--- src/seq_defs.vh ---
// Constants for the drive run/stop sequencer
`ifndef SEQ_DEFS_VH
`define SEQ_DEFS_VH

// Sequencer state codes
`define ST_START_DIS 3'h0
`define ST_START_EN 3'h1
`define ST_RUN_ACCEPTED_FLAG 3'h2
`define ST_READY 3'h3
`define ST_ENABLED 3'h4
`define ST_FSTOP 3'h5
`define ST_TRIP_ACT 3'h6
`define ST_TRIP_LATCHED_FLAG 3'h7

// Timing: clock rate and documented times
`define CLK_HZ 200000000
`define FAN_HOLD_S 60
// Sixty seconds of clocks needs 34 bits; a 32-bit product would wrap
`define FAN_HOLD_CYC 34'h2CB417800
`define START_DLY_MAX_MS 30000
`define CYC_PER_MS 18'h30D40

// APB register map (byte addresses)
`define A_CTRL 8'h00
`define A_CFG 8'h04
`define A_STATUS 8'h08
`define A_STATE 8'h0C

// Control register bits
`define C_FWD 0
`define C_REV 1
`define C_JOG 2
`define C_HOLD 3
`define C_PERMIT 4
`define C_FHALT_N 5
`define C_CHALT_N 6
`define C_DIRINV 7
`define C_TRIPCLR 8
`define C_REMOTE 9
`define C_RECONF 10
`define CTRL_RST 32'h00000270

// Config register fields
`define CF_CLR_ON_RUN 16
`define CF_AUTOSTART 17
`define CF_DLY_LSB 0
`define CF_DLY_W 15
`define CFG_RST 32'h00010000

// Status register bits
`define S_TRIP 0
`define S_RUN 1
`define S_JOG 2
`define S_STOP 3
`define S_RDY_SW 4
`define S_ACCEPT 5
`define S_READY 6
`define S_OK 7
`define S_CONT 8
`define S_FAN 9
`define S_DIR 10
`define S_SYSRST 11

`endif

--- src/run_stop_seq.v ---
// Drive run/stop sequencer with APB register access
`timescale 1ns/1ps
// Operation
// - Run requests need permit, halts and no-fault
// - Run requests only honoured in remote mode
// - Forward plus reverse together means stop
// - Programmable start delay before ramping, 0-32767 ms
// - Hold flag latches forward/reverse run requests
// - Jog runs at jog speed, release ramps down
// - Run_accepted_flag to ready needs contactor closed
// - Permit loss while running coasts the motor
// - Fast halt ramps down, latched until done
// - Freewheel halt coasts, latched until done
// - Direction invert flips demanded rotation
// - Trip-clear rising edge clears latched trips
// - Optionally run rising edge clears trips
// - Autostart bit has no effect; run must rise in start enabled
// - Flags: trip, enabled, jog, stopping
// - Output contactor closed except trip/reconfig
// - Run_accepted_flag flag while awaiting contactor, deflux
// - System reset pulse one cycle on run/jog
// - State codes 0..7, reset value 0
// - No-fault flag cleared on trip, set when run removed
// - Fan on while running, off 60s after stop
`include "seq_defs.vh"

module run_stop_seq #(
    parameter [33:0] FAN_CYC = `FAN_HOLD_CYC,
    parameter [17:0] MS_CYC = `CYC_PER_MS
) (
    input wire sys_clk,
    input wire nrst,
    input wire psel,
    input wire penable,
    input wire pwrite,
    input wire [7:0] paddr,
    input wire [31:0] pwdata,
    output reg [31:0] prdata,
    output wire pready,
    output wire pslverr,
    input wire contactor_closed,
    input wire trip_in,
    input wire stop_done,
    input wire deflux_done,
    output reg trip_latched_flag,
    output reg running_flag,
    output reg jogging_flag,
    output reg stopping_flag,
    output reg ready_sw_on_flag,
    output reg run_accepted_flag,
    output reg ready_flag,
    output reg no_fault_ok,
    output reg out_contactor,
    output reg fan_ctrl_out,
    output reg demanded_dir_out,
    output reg sys_reset_out,
    output reg ramp_go,
    output reg fast_ramp,
    output reg coast_out,
    output reg jog_sel,
    output reg [2:0] seq_state
);

// ----------------------------------------
// Register bus
// ----------------------------------------
reg [31:0] ctrl_q;
reg [31:0] cfg_q;
wire wr_en = psel && penable && pwrite;
wire hit = (paddr == `A_CTRL) || (paddr == `A_CFG) ||
    (paddr == `A_STATUS) || (paddr == `A_STATE);

// Zero wait states; unmapped addresses answer with an error
assign pready = 1'b1;
assign pslverr = psel && penable && !hit;

always @(posedge sys_clk) begin
    if (!nrst) begin
        ctrl_q <= `CTRL_RST;
        cfg_q <= `CFG_RST;
    end else if (wr_en) begin
        if (paddr == `A_CTRL)
            ctrl_q <= pwdata;
        if (paddr == `A_CFG)
            cfg_q <= pwdata;
    end
end

wire [31:0] status_w = {20'h00000, sys_reset_out, demanded_dir_out,
    fan_ctrl_out, out_contactor, no_fault_ok, ready_flag,
    run_accepted_flag, ready_sw_on_flag, stopping_flag,
    jogging_flag, running_flag, trip_latched_flag};

always @* begin
    case (paddr)
        `A_CTRL: prdata = ctrl_q;
        `A_CFG: prdata = cfg_q;
        `A_STATUS: prdata = status_w;
        `A_STATE: prdata = {29'h00000000, seq_state};
        default: prdata = 32'h00000000;
    endcase
end

// ----------------------------------------
// Command qualification
// ----------------------------------------
wire fwd = ctrl_q[`C_FWD];
wire rev = ctrl_q[`C_REV];
wire jog = ctrl_q[`C_JOG];
wire hold = ctrl_q[`C_HOLD];
wire permit = ctrl_q[`C_PERMIT];
wire fhalt_n = ctrl_q[`C_FHALT_N];
wire chalt_n = ctrl_q[`C_CHALT_N];
wire remote = ctrl_q[`C_REMOTE];
wire reconf = ctrl_q[`C_RECONF];

reg fwd_lat_q;
reg rev_lat_q;
reg run_prev_q;
reg clr_prev_q;
reg first_q;
reg fstop_lat_q;
reg coast_lat_q;

// Both directions at once cancel each other
wire fwd_eff = (fwd || fwd_lat_q) && !(fwd && rev);
wire rev_eff = (rev || rev_lat_q) && !(fwd && rev);
wire run_cmd = remote && (fwd_eff || rev_eff);
wire jog_cmd = remote && jog && !run_cmd;
wire perm_ok = permit && fhalt_n && chalt_n && no_fault_ok &&
    !fstop_lat_q && !coast_lat_q;
wire run_rise = run_cmd && !run_prev_q;
// After power-up a present run counts as an edge only if autostart set
wire run_start = run_rise && (!first_q || cfg_q[`CF_AUTOSTART]);
wire clr_rise = ctrl_q[`C_TRIPCLR] && !clr_prev_q;
wire trip_clear = clr_rise ||
    (cfg_q[`CF_CLR_ON_RUN] && run_rise);

always @(posedge sys_clk) begin
    if (!nrst) begin
        fwd_lat_q <= 1'b0;
        rev_lat_q <= 1'b0;
        run_prev_q <= 1'b0;
        clr_prev_q <= 1'b0;
        first_q <= 1'b1;
    end else begin
        fwd_lat_q <= hold && (fwd_lat_q || fwd) && !rev;
        rev_lat_q <= hold && (rev_lat_q || rev) && !fwd;
        // Without autostart, a run held since power-up is seen as old
        run_prev_q <= run_cmd;
        clr_prev_q <= ctrl_q[`C_TRIPCLR];
        first_q <= 1'b0;
    end
end

// ----------------------------------------
// Sequencer
// ----------------------------------------
reg [2:0] st_q;
reg [2:0] st_d;
reg [31:0] dly_q;
reg [17:0] ms_q;
reg [33:0] fan_q;
reg jog_mode_q;
wire [14:0] dly_ms = cfg_q[`CF_DLY_LSB +: `CF_DLY_W];
wire want = run_cmd || jog_cmd;
wire active = (st_q == `ST_ENABLED);

always @* begin
    st_d = st_q;
    case (st_q)
        `ST_START_DIS: begin
            if (perm_ok && !want)
                st_d = `ST_START_EN;
        end
        `ST_START_EN: begin
            if (!perm_ok)
                st_d = `ST_START_DIS;
            else if (run_start || jog_cmd)
                st_d = `ST_RUN_ACCEPTED_FLAG;
        end
        `ST_RUN_ACCEPTED_FLAG: begin
            if (!want || !permit || !chalt_n)
                st_d = `ST_START_DIS;
            else if (contactor_closed && deflux_done)
                st_d = `ST_READY;
        end
        `ST_READY: begin
            if (!want || !permit || !chalt_n)
                st_d = `ST_START_DIS;
            else
                st_d = `ST_ENABLED;
        end
        `ST_ENABLED: begin
            if (!permit || !chalt_n)
                st_d = `ST_START_DIS;
            else if (!fhalt_n)
                st_d = `ST_FSTOP;
            else if (!want && stop_done)
                st_d = `ST_START_DIS;
        end
        `ST_FSTOP: begin
            if (!chalt_n || !permit)
                st_d = `ST_START_DIS;
            else if (stop_done)
                st_d = `ST_START_DIS;
        end
        `ST_TRIP_ACT: begin
            if (stop_done || !permit)
                st_d = `ST_TRIP_LATCHED_FLAG;
        end
        `ST_TRIP_LATCHED_FLAG: begin
            if (trip_clear)
                st_d = `ST_START_DIS;
        end
        default: st_d = `ST_START_DIS;
    endcase
    if (trip_in && st_q != `ST_TRIP_LATCHED_FLAG)
        st_d = `ST_TRIP_ACT;
end

always @(posedge sys_clk) begin
    if (!nrst) begin
        st_q <= `ST_START_DIS;
        jog_mode_q <= 1'b0;
        fstop_lat_q <= 1'b0;
        coast_lat_q <= 1'b0;
        no_fault_ok <= 1'b1;
        dly_q <= 32'h00000000;
        ms_q <= 18'h00000;
        fan_q <= 34'h000000000;
    end else begin
        st_q <= st_d;
        if (st_q == `ST_START_EN && st_d == `ST_RUN_ACCEPTED_FLAG)
            jog_mode_q <= !run_start;
        // Halts stay latched until the stop sequence finishes
        if (!fhalt_n && active)
            fstop_lat_q <= 1'b1;
        else if (!active && st_q != `ST_FSTOP)
            fstop_lat_q <= 1'b0;
        if (!chalt_n && st_q != `ST_START_DIS)
            coast_lat_q <= 1'b1;
        else if (st_q == `ST_START_DIS)
            coast_lat_q <= 1'b0;
        // Trip wins over recovery in the same cycle
        if (trip_in)
            no_fault_ok <= 1'b0;
        else if (!run_cmd)
            no_fault_ok <= 1'b1;
        // Start delay counted in milliseconds
        if (!active) begin
            dly_q <= 32'h00000000;
            ms_q <= 18'h00000;
        end else if (dly_q < {17'h00000, dly_ms}) begin
            if (ms_q == MS_CYC - 18'h00001) begin
                ms_q <= 18'h00000;
                dly_q <= dly_q + 32'h00000001;
            end else begin
                ms_q <= ms_q + 18'h00001;
            end
        end
        if (active)
            fan_q <= FAN_CYC;
        else if (fan_q != 34'h000000000)
            fan_q <= fan_q - 34'h000000001;
    end
end

// ----------------------------------------
// Outputs
// ----------------------------------------
wire dly_done = dly_q >= {17'h00000, dly_ms};

always @(posedge sys_clk) begin
    if (!nrst) begin
        trip_latched_flag <= 1'b0;
        running_flag <= 1'b0;
        jogging_flag <= 1'b0;
        stopping_flag <= 1'b0;
        ready_sw_on_flag <= 1'b0;
        run_accepted_flag <= 1'b0;
        ready_flag <= 1'b0;
        out_contactor <= 1'b0;
        fan_ctrl_out <= 1'b0;
        demanded_dir_out <= 1'b0;
        sys_reset_out <= 1'b0;
        ramp_go <= 1'b0;
        fast_ramp <= 1'b0;
        coast_out <= 1'b0;
        jog_sel <= 1'b0;
        seq_state <= `ST_START_DIS;
    end else begin
        seq_state <= st_q;
        trip_latched_flag <= (st_q == `ST_TRIP_ACT) ||
            (st_q == `ST_TRIP_LATCHED_FLAG);
        running_flag <= active;
        jogging_flag <= active && jog_mode_q;
        stopping_flag <= (active && !want) ||
            (st_q == `ST_FSTOP);
        ready_sw_on_flag <= (st_q == `ST_START_EN);
        run_accepted_flag <= (st_q == `ST_RUN_ACCEPTED_FLAG);
        ready_flag <= (st_q == `ST_READY);
        out_contactor <= !(trip_in || st_q == `ST_TRIP_ACT ||
            st_q == `ST_TRIP_LATCHED_FLAG || reconf);
        fan_ctrl_out <= active || (fan_q != 34'h000000000);
        demanded_dir_out <= rev_eff ^ ctrl_q[`C_DIRINV];
        sys_reset_out <= (st_q == `ST_READY) &&
            (st_d == `ST_ENABLED);
        ramp_go <= active && want && fhalt_n && dly_done;
        fast_ramp <= (st_q == `ST_FSTOP);
        coast_out <= !(active || st_q == `ST_FSTOP);
        jog_sel <= active && jog_mode_q;
    end
end

endmodule

--- config.mk ---
export PLATFORM = sky130hd
export DESIGN_NAME = run_stop_seq
export DESIGN_NICKNAME = d
export VERILOG_FILES = /design/src/run_stop_seq.v
export VERILOG_INCLUDE_DIRS = /design/src
export SDC_FILE = /design/constraint.sdc
export NUM_CORES = 1
export LEC_CHECK = 0
export BUFFER_PORTS_ARGS = -buffer_cell sky130_fd_sc_hd__buf_2
export CORE_UTILIZATION = 55
export CTS_BUF_LIST = sky130_fd_sc_hd__clkbuf_16
export DETAILED_ROUTE_END_ITERATION = 8
export HOLD_SLACK_MARGIN = 0.08
export PLACE_DENSITY = 0.78
export SKIP_CTS_REPAIR_TIMING = 1
export SYNTH_ARGS = -nofsm -noshare
export SYNTH_HDL_FRONTEND = slang
export SYNTH_SLANG_ARGS = --single-unit
--- constraint.sdc ---
create_clock -name sys_clk -period 7 [get_ports sys_clk]
set_clock_uncertainty 0.05 [all_clocks]
set_input_delay 0.7 -clock sys_clk [delete_from_list [all_inputs] [get_ports sys_clk]]
set_output_delay 0.7 -clock sys_clk [all_outputs]
set_load 0.02 [all_outputs]
==> impl_metrics.ini, run 1 <==
[setup_path]
cp.arrival_ns = 2.77
critPathLaunchType = primary input
r2r_start = cfg_q[13]
endpoint_kind = output port
slowest_delay_ns = 0.66
worstReg2RegEnd = ms_q[16]
path_max_fanout = 24
cp_common_cell = buf_2
reg2regPathDepth = 7
critPathSlowestCell = or2_1
cp.required_ns = 6.25
path_cells = buf_2 -> nor4_1 -> nand2_1 -> or2_1 -> nor2_1 -> buf_2
criticalPathCategory = in2out
r2r_slack_ns = 3.92

[power]
vdd_drop_max_mv = 0.177
finalPower_mw = 2.55
p_per_area_mw_per_mm2 = 273
p_leak_nw = 3.62

[placement]
place_hpwl_um = 13500
routabilityCongestion = 0.840
port_buffers = 100

[clock_tree]
cts_tree = done
cts_buffers = 17
cts-root-buf = clkbuf_16
cts.sinks = 177
clock_latency_ns = 0.44
htree_levels = 4
cts_buffer_depth = 2
cts.clk_slew.worst_paths_ns = 0.06

[sta]
hold_viol = 0
final_max_slew_viol_count = 0
post-route-min-period_ns = 3.52
setup_viol_count_final = 0
rsz0062_at_grt = no
maxSlewHeadroom_pct = 20.6
fin_crit_sh_pct = 50.4
max_slew.worst_pin.slew_ns = 1.19
tns_ns = 0
hold_slack_ns = 0.390
max_freq_ghz = 0.284

[synthesis]
ys_seq_elements = 177
syn-mean-instance-area_um2 = 8.09
synth-seq-area-share_pct = 43.0
async_flop_share_pct = 0
synth_edf_count = 0
syn_inst = 1019
syn-num-nets = 1086
netlist_area_mm2 = 0.00824
ys_warn_count = 0
synth-main-ff-cell = dfxtp_1
synth_cell_types = 61

[final_layout]
nFillCells = 1260
areaGrowthSynthToFinish_pct = 13.6
drive_gt1_share_pct = 13.7
fin_nets = 1152
utilization_pct = 64.2

[floorplan]
die-area_mm2 = 0.0155
initial_core_util_pct = 56.5
rows = 44
io_pins = 102
coreArea_mm2 = 0.0146
die_h_um = 124
die_w_um = 124

[routing]
viasPerCell = 5.80
drc = 0
routed_wl_um = 19900
vias = 7444
drt_iter0_markers = 626
wl_per_cell_um = 15.5
drtPass1Iterations = 5
ant_nets = 0

[min_path]
min_delay_worst_endpoint = jog_sel
hp-class = reg2reg
min_path_cells = 2
worstHoldStart = jog_mode_q

[global_route]
grt_start_max_net_pins = 71
grt_use_total_pct = 25.9
antenna_found_initial = 0
gr-total-overflow = 0
grt_pass1_vias = 6654
grt_pass1_wl_um = 32700

[outcome]
status = finished clean

[job]
max_cap_viol_count = 0
-- layer usage --
layer,up-vias,global-route usage (%),wire [um]
met4,0,6.38,259
li1,3703,-,-
met3,24,5.28,1110
met1,3498,35.4,9200
met5,-,0,0
met2,219,41.7,9360
-- power by group --
part | internal, mW | switching, mW | total, mW
logic | 0.186 | 0.270 | 0.456
clock network | 0.531 | 0.417 | 0.948
registers | 1.08 | 0.0715 | 1.15
total | 1.79 | 0.759 | 2.55
-- critical path, delay by kind of cell --
| kind | cells | cell delay, ns |
|---|---|---|
| buf+inv | 2 | 0.29 |
| simple gates | 4 | 1.77 |
-- area by class of cell --
| type | instances | area, um2 | area share [%] |
|---|---|---|---|
| Sequential cell | 177 | 3540 | 37.9 |
| Tap cell | 184 | 230 | 2.46 |
| Antenna cell | 1 | 2.50 | 0.0267 |
| Inverter | 37 | 139 | 1.48 |
| Timing Repair Buffer | 105 | 538 | 5.75 |
| Clock inverter | 15 | 161 | 1.72 |
| Multi-Input combinational cell | 747 | 4320 | 46.1 |
| Clock buffer | 17 | 425 | 4.55 |
-- kinds of logic after synthesis --
| group | synth area share [%] |
|---|---|
| AOI/OAI and AO/OA | 13.5 |
| xor gates and xnor gates | 3.19 |
| adders and majority gates | 2.73 |
| buffers and inverters | 4.71 |
| DFF | 43.0 |
| muxes | 4.59 |
| other | 0.0455 |
| and+or+nand+nor | 28.2 |
-- registers in the layout, indices dropped and copies added, names as in the netlist, 3 cells and up --
| name | cells |
|---|---|
| dly_q | 32 |
| ms_q | 18 |
| cfg_q | 32 |
| fan_q | 34 |
| seq_state | 3 |
| ctrl_q | 32 |
| st_q | 3 |
-- synthesized netlist by cell type (all sizes together) (4+ instances only) --
| cell | n | area, um2 |
|---|---|---|
| o21ai | 25 | 125 |
| dfxtp | 177 | 3540 |
| or3 | 14 | 87.6 |
| buf | 14 | 83.8 |
| nand2 | 170 | 638 |
| nand3b | 7 | 52.6 |
| nor4 | 24 | 156 |
| o22ai | 4 | 25.0 |
| nand4 | 19 | 125 |
| and4 | 4 | 35.0 |
| inv | 37 | 139 |
| nor2b | 5 | 31.3 |
| clkbuf | 44 | 165 |
| a31oi | 7 | 43.8 |
| nand3 | 33 | 165 |
| nor3 | 19 | 106 |
| o31ai | 8 | 60.1 |
| ha | 18 | 225 |
| and3 | 16 | 100 |
| nand2b | 4 | 25.0 |
| a21o | 4 | 30.0 |
| xnor2 | 7 | 61.3 |
| xor2 | 23 | 201 |
| o211ai | 8 | 60.1 |
| nand4b | 5 | 43.8 |
| o41ai | 5 | 43.8 |
| and2 | 28 | 178 |
| or4 | 15 | 113 |
| a21oi | 108 | 541 |
| nor2 | 102 | 383 |
| mux2i | 31 | 310 |
-- layout by cell type (no fill, tap or decap), drive strengths merged, types with 7 or more instances in the layout --
cell type	n
dfxtp	177
nand2	170
a21oi	108
buf	105
nor2	102
inv	42
nand3	33
mux2i	31
and2	28
o21ai	25
nor4	24
xor2	23
nand4	19
nor3	19
ha	18
clkbuf	17
and3	16
or4	15
or3	14
o211ai	8
o31ai	8
a31oi	7
xnor2	7
nand3b	7
clkinv	7
-- per-stage QoR --
step | cell area, um2 | std cells | worst slack [ns]
final | 9360 | 1283 | 3.48
after global placement | 8770 | 1250 | 3.16
after global routing | 9360 | 1282 | 3.10
after CTS | 9360 | 1282 | 3.45
after floorplan | 8240 | 1019 | 3.84
after detailed placement | 8770 | 1250 | 3.09
-- worst max-delay path by stage --
stage              from          to  slack [ns]  cells after the start
3_3_place_gp   paddr[5]  ctrl_q[25]        3.16                      8
2_1_floorplan  paddr[2]  prdata[13]        3.84                      5
5_1_grt        paddr[5]   cfg_q[11]        3.10                      8
6_report       paddr[5]  prdata[30]        3.48                      6
4_1_cts        paddr[5]  prdata[31]        3.45                      6
3_5_place_dp   paddr[5]   cfg_q[14]        3.09                      8
Power figures use the tool's default switching activity.
==> inputs of run 2 (changes only) <==
--- a/config.mk
+++ b/config.mk
@@ -7,11 +7,11 @@
 export NUM_CORES = 1
 export LEC_CHECK = 0
 export BUFFER_PORTS_ARGS = -buffer_cell sky130_fd_sc_hd__buf_2
-export CORE_UTILIZATION = 55
+export CORE_UTILIZATION = 53
 export CTS_BUF_LIST = sky130_fd_sc_hd__clkbuf_16
 export DETAILED_ROUTE_END_ITERATION = 8
 export HOLD_SLACK_MARGIN = 0.08
-export PLACE_DENSITY = 0.78
+export PLACE_DENSITY = 0.79
 export SKIP_CTS_REPAIR_TIMING = 1
 export SYNTH_ARGS = -nofsm -noshare
 export SYNTH_HDL_FRONTEND = slang
==> constraint.sdc (replaced) <==
create_clock -name sys_clk -period 3.21 [get_ports sys_clk]
set_clock_uncertainty 0.05 [all_clocks]
set_input_delay 0.321 -clock sys_clk [delete_from_list [all_inputs] [get_ports sys_clk]]
set_output_delay 0.321 -clock sys_clk [all_outputs]
set_load 0.02 [all_outputs]
==> impl_metrics.ini, run 2 (same netlist as run 1, synthesis figures left out) <==
[final_layout]
fin_nets = 1165
utilization_pct = 61.9
regMostFlops = fan_q
finalNonFillerCells = 1299
areaGrowthSynthToFinish_pct = 14.3
largest_reg_flops = 34
final_cell_mix = dfxtp_1, nand2_1, a21oi_1, nor2_1, buf_2
drive_gt1_share_pct = 14.5
final_area_mm2 = 0.00942
layout_commonest_cell = dfxtp_1
antenna_cells = 0

[setup_path]
cp.required_ns = 3.41
reg2regPathDepth = 7
endpoint_kind = register
cp.arrival_ns = 2.94
critPathLaunchType = register
criticalPathCategory = reg2reg
worstReg2RegEnd = fan_q[13]
r2r_start = fan_q[2]
path_max_fanout = 16
r2r_slack_ns = 0.47

[sta]
hold_slack_ns = 0.0792
max_slew.worst_pin.slew_ns = 1.09
fin_crit_sh_pct = 85.3
hold_viol = 0
final_max_slew_viol_count = 0
rsz0062_at_grt = no
fin_ws_ns = 0.473
post-route-min-period_ns = 2.74
setup_viol_count_final = 0
maxSlewHeadroom_pct = 27.4
tns_ns = 0
max_freq_ghz = 0.365

[power]
power_switching_mw = 1.63
vdd_drop_max_mv = 0.502
p_per_area_mw_per_mm2 = 578
p_leak_nw = 3.66
p_comb_share_pct = 18.8
seqPwrFrac_pct = 45.9
clock_power_share_pct = 35.3
p_int_mw = 3.82
switching_share_pct = 29.9
finalPower_mw = 5.45

[routing]
routed_wl_um = 20800
drt_iter0_markers = 641
drtPass1Iterations = 5
vias = 7597
wl_per_cell_um = 16.0
drc = 0
ant_nets = 0
viasPerCell = 5.85

[placement]
preCtsSetupSlack_ns = 0.585
routabilityCongestion = 0.887
placed_cells = 1267
port_buffers = 100
place_hpwl_um = 14600
dpl_cell_area_mm2 = 0.00887

[clock_tree]
cts_tree = done
cts_buffer_depth = 2
htree_levels = 4
cts_buffers = 17
cts.sinks = 177
clock_latency_ns = 0.43
cts-root-buf = clkbuf_16
cts.clk_slew.worst_paths_ns = 0.06

[min_path]
worstHoldStart = pwdata[5]
hp-class = in2reg
min_delay_worst_endpoint = ctrl_q[5]
min_path_cells = 3

[global_route]
antenna_found_initial = 1
gr-total-overflow = 0
grt_use_total_pct = 26.4
grt_pass1_vias = 6751
grt_start_max_net_pins = 63
grtUsageMet3_pct = 5.90
grt_pass1_wl_um = 33700
met2_usage_pct = 42.8
top_usage_layer = met2
met1_usage_pct = 33.8

[outcome]
status = finished clean

[floorplan]
coreArea_mm2 = 0.0152
io_pins = 102
die_h_um = 127
initial_core_util_pct = 54.2
rows = 45
die-area_mm2 = 0.0161
die_w_um = 127

[job]
max_cap_viol_count = 0
-- run 2: changes by cell type in the layout (fill, tap and decap cells not counted), sizes merged --
cell,previous run,this run
bufinv,2,1
buf,105,118
inv,42,39
clkinvlp,1,2
clkinv,7,10
diode,1,0
-- run 2: layout make-up --
type / instances / area [um2]
fill: 1284 / 5790
multi-input combinational: 747 / 4320
sequential: 177 / 3540
timing repair buffer: 118 / 636
clock buffer: 17 / 425
tap: 188 / 235
inverter: 37 / 139
clock inverter: 15 / 119
-- run 2: power groups by stage --
stage	clock, mW	sequential [mW]	combinational [mW]
2_1_floorplan	0	2.52	0.788
4_1_cts	1.95	2.50	1.02
3_5_place_dp	0	2.55	0.999
6_report	1.92	2.50	1.02
3_3_place_gp	0	2.54	0.981
5_1_grt	2.05	2.52	1.15
-- run 2: how the worst max path moves through the flow --
stage,depth (start not counted),end,slack [ns],from
floorplan,5,prdata[13],0.81,paddr[2]
global placement,6,dly_q[3],0.67,ms_q[12]
detailed placement,8,dly_q[5],0.58,cfg_q[11]
CTS,7,fan_q[13],0.49,fan_q[2]
global route,8,dly_q[8],0.24,cfg_q[11]
finish,7,fan_q[13],0.47,fan_q[2]
-- run 2: critical path, stage by stage (launching register included) --
cell	delay (ns)
dfxtp_1	0.35
or4_1	0.60
nor4_2	0.52
nand3_1	0.33
buf_4	0.30
nand3_1	0.12
xor2_1	0.18
o21ai_0	0.11
-- run 2: routing by layer --
metal  part of all wire, %  wire length [um]
met1                    43              8930
met2                    47              9790
met3                   7.2              1500
met4                   2.8               574
met5                     0                 0
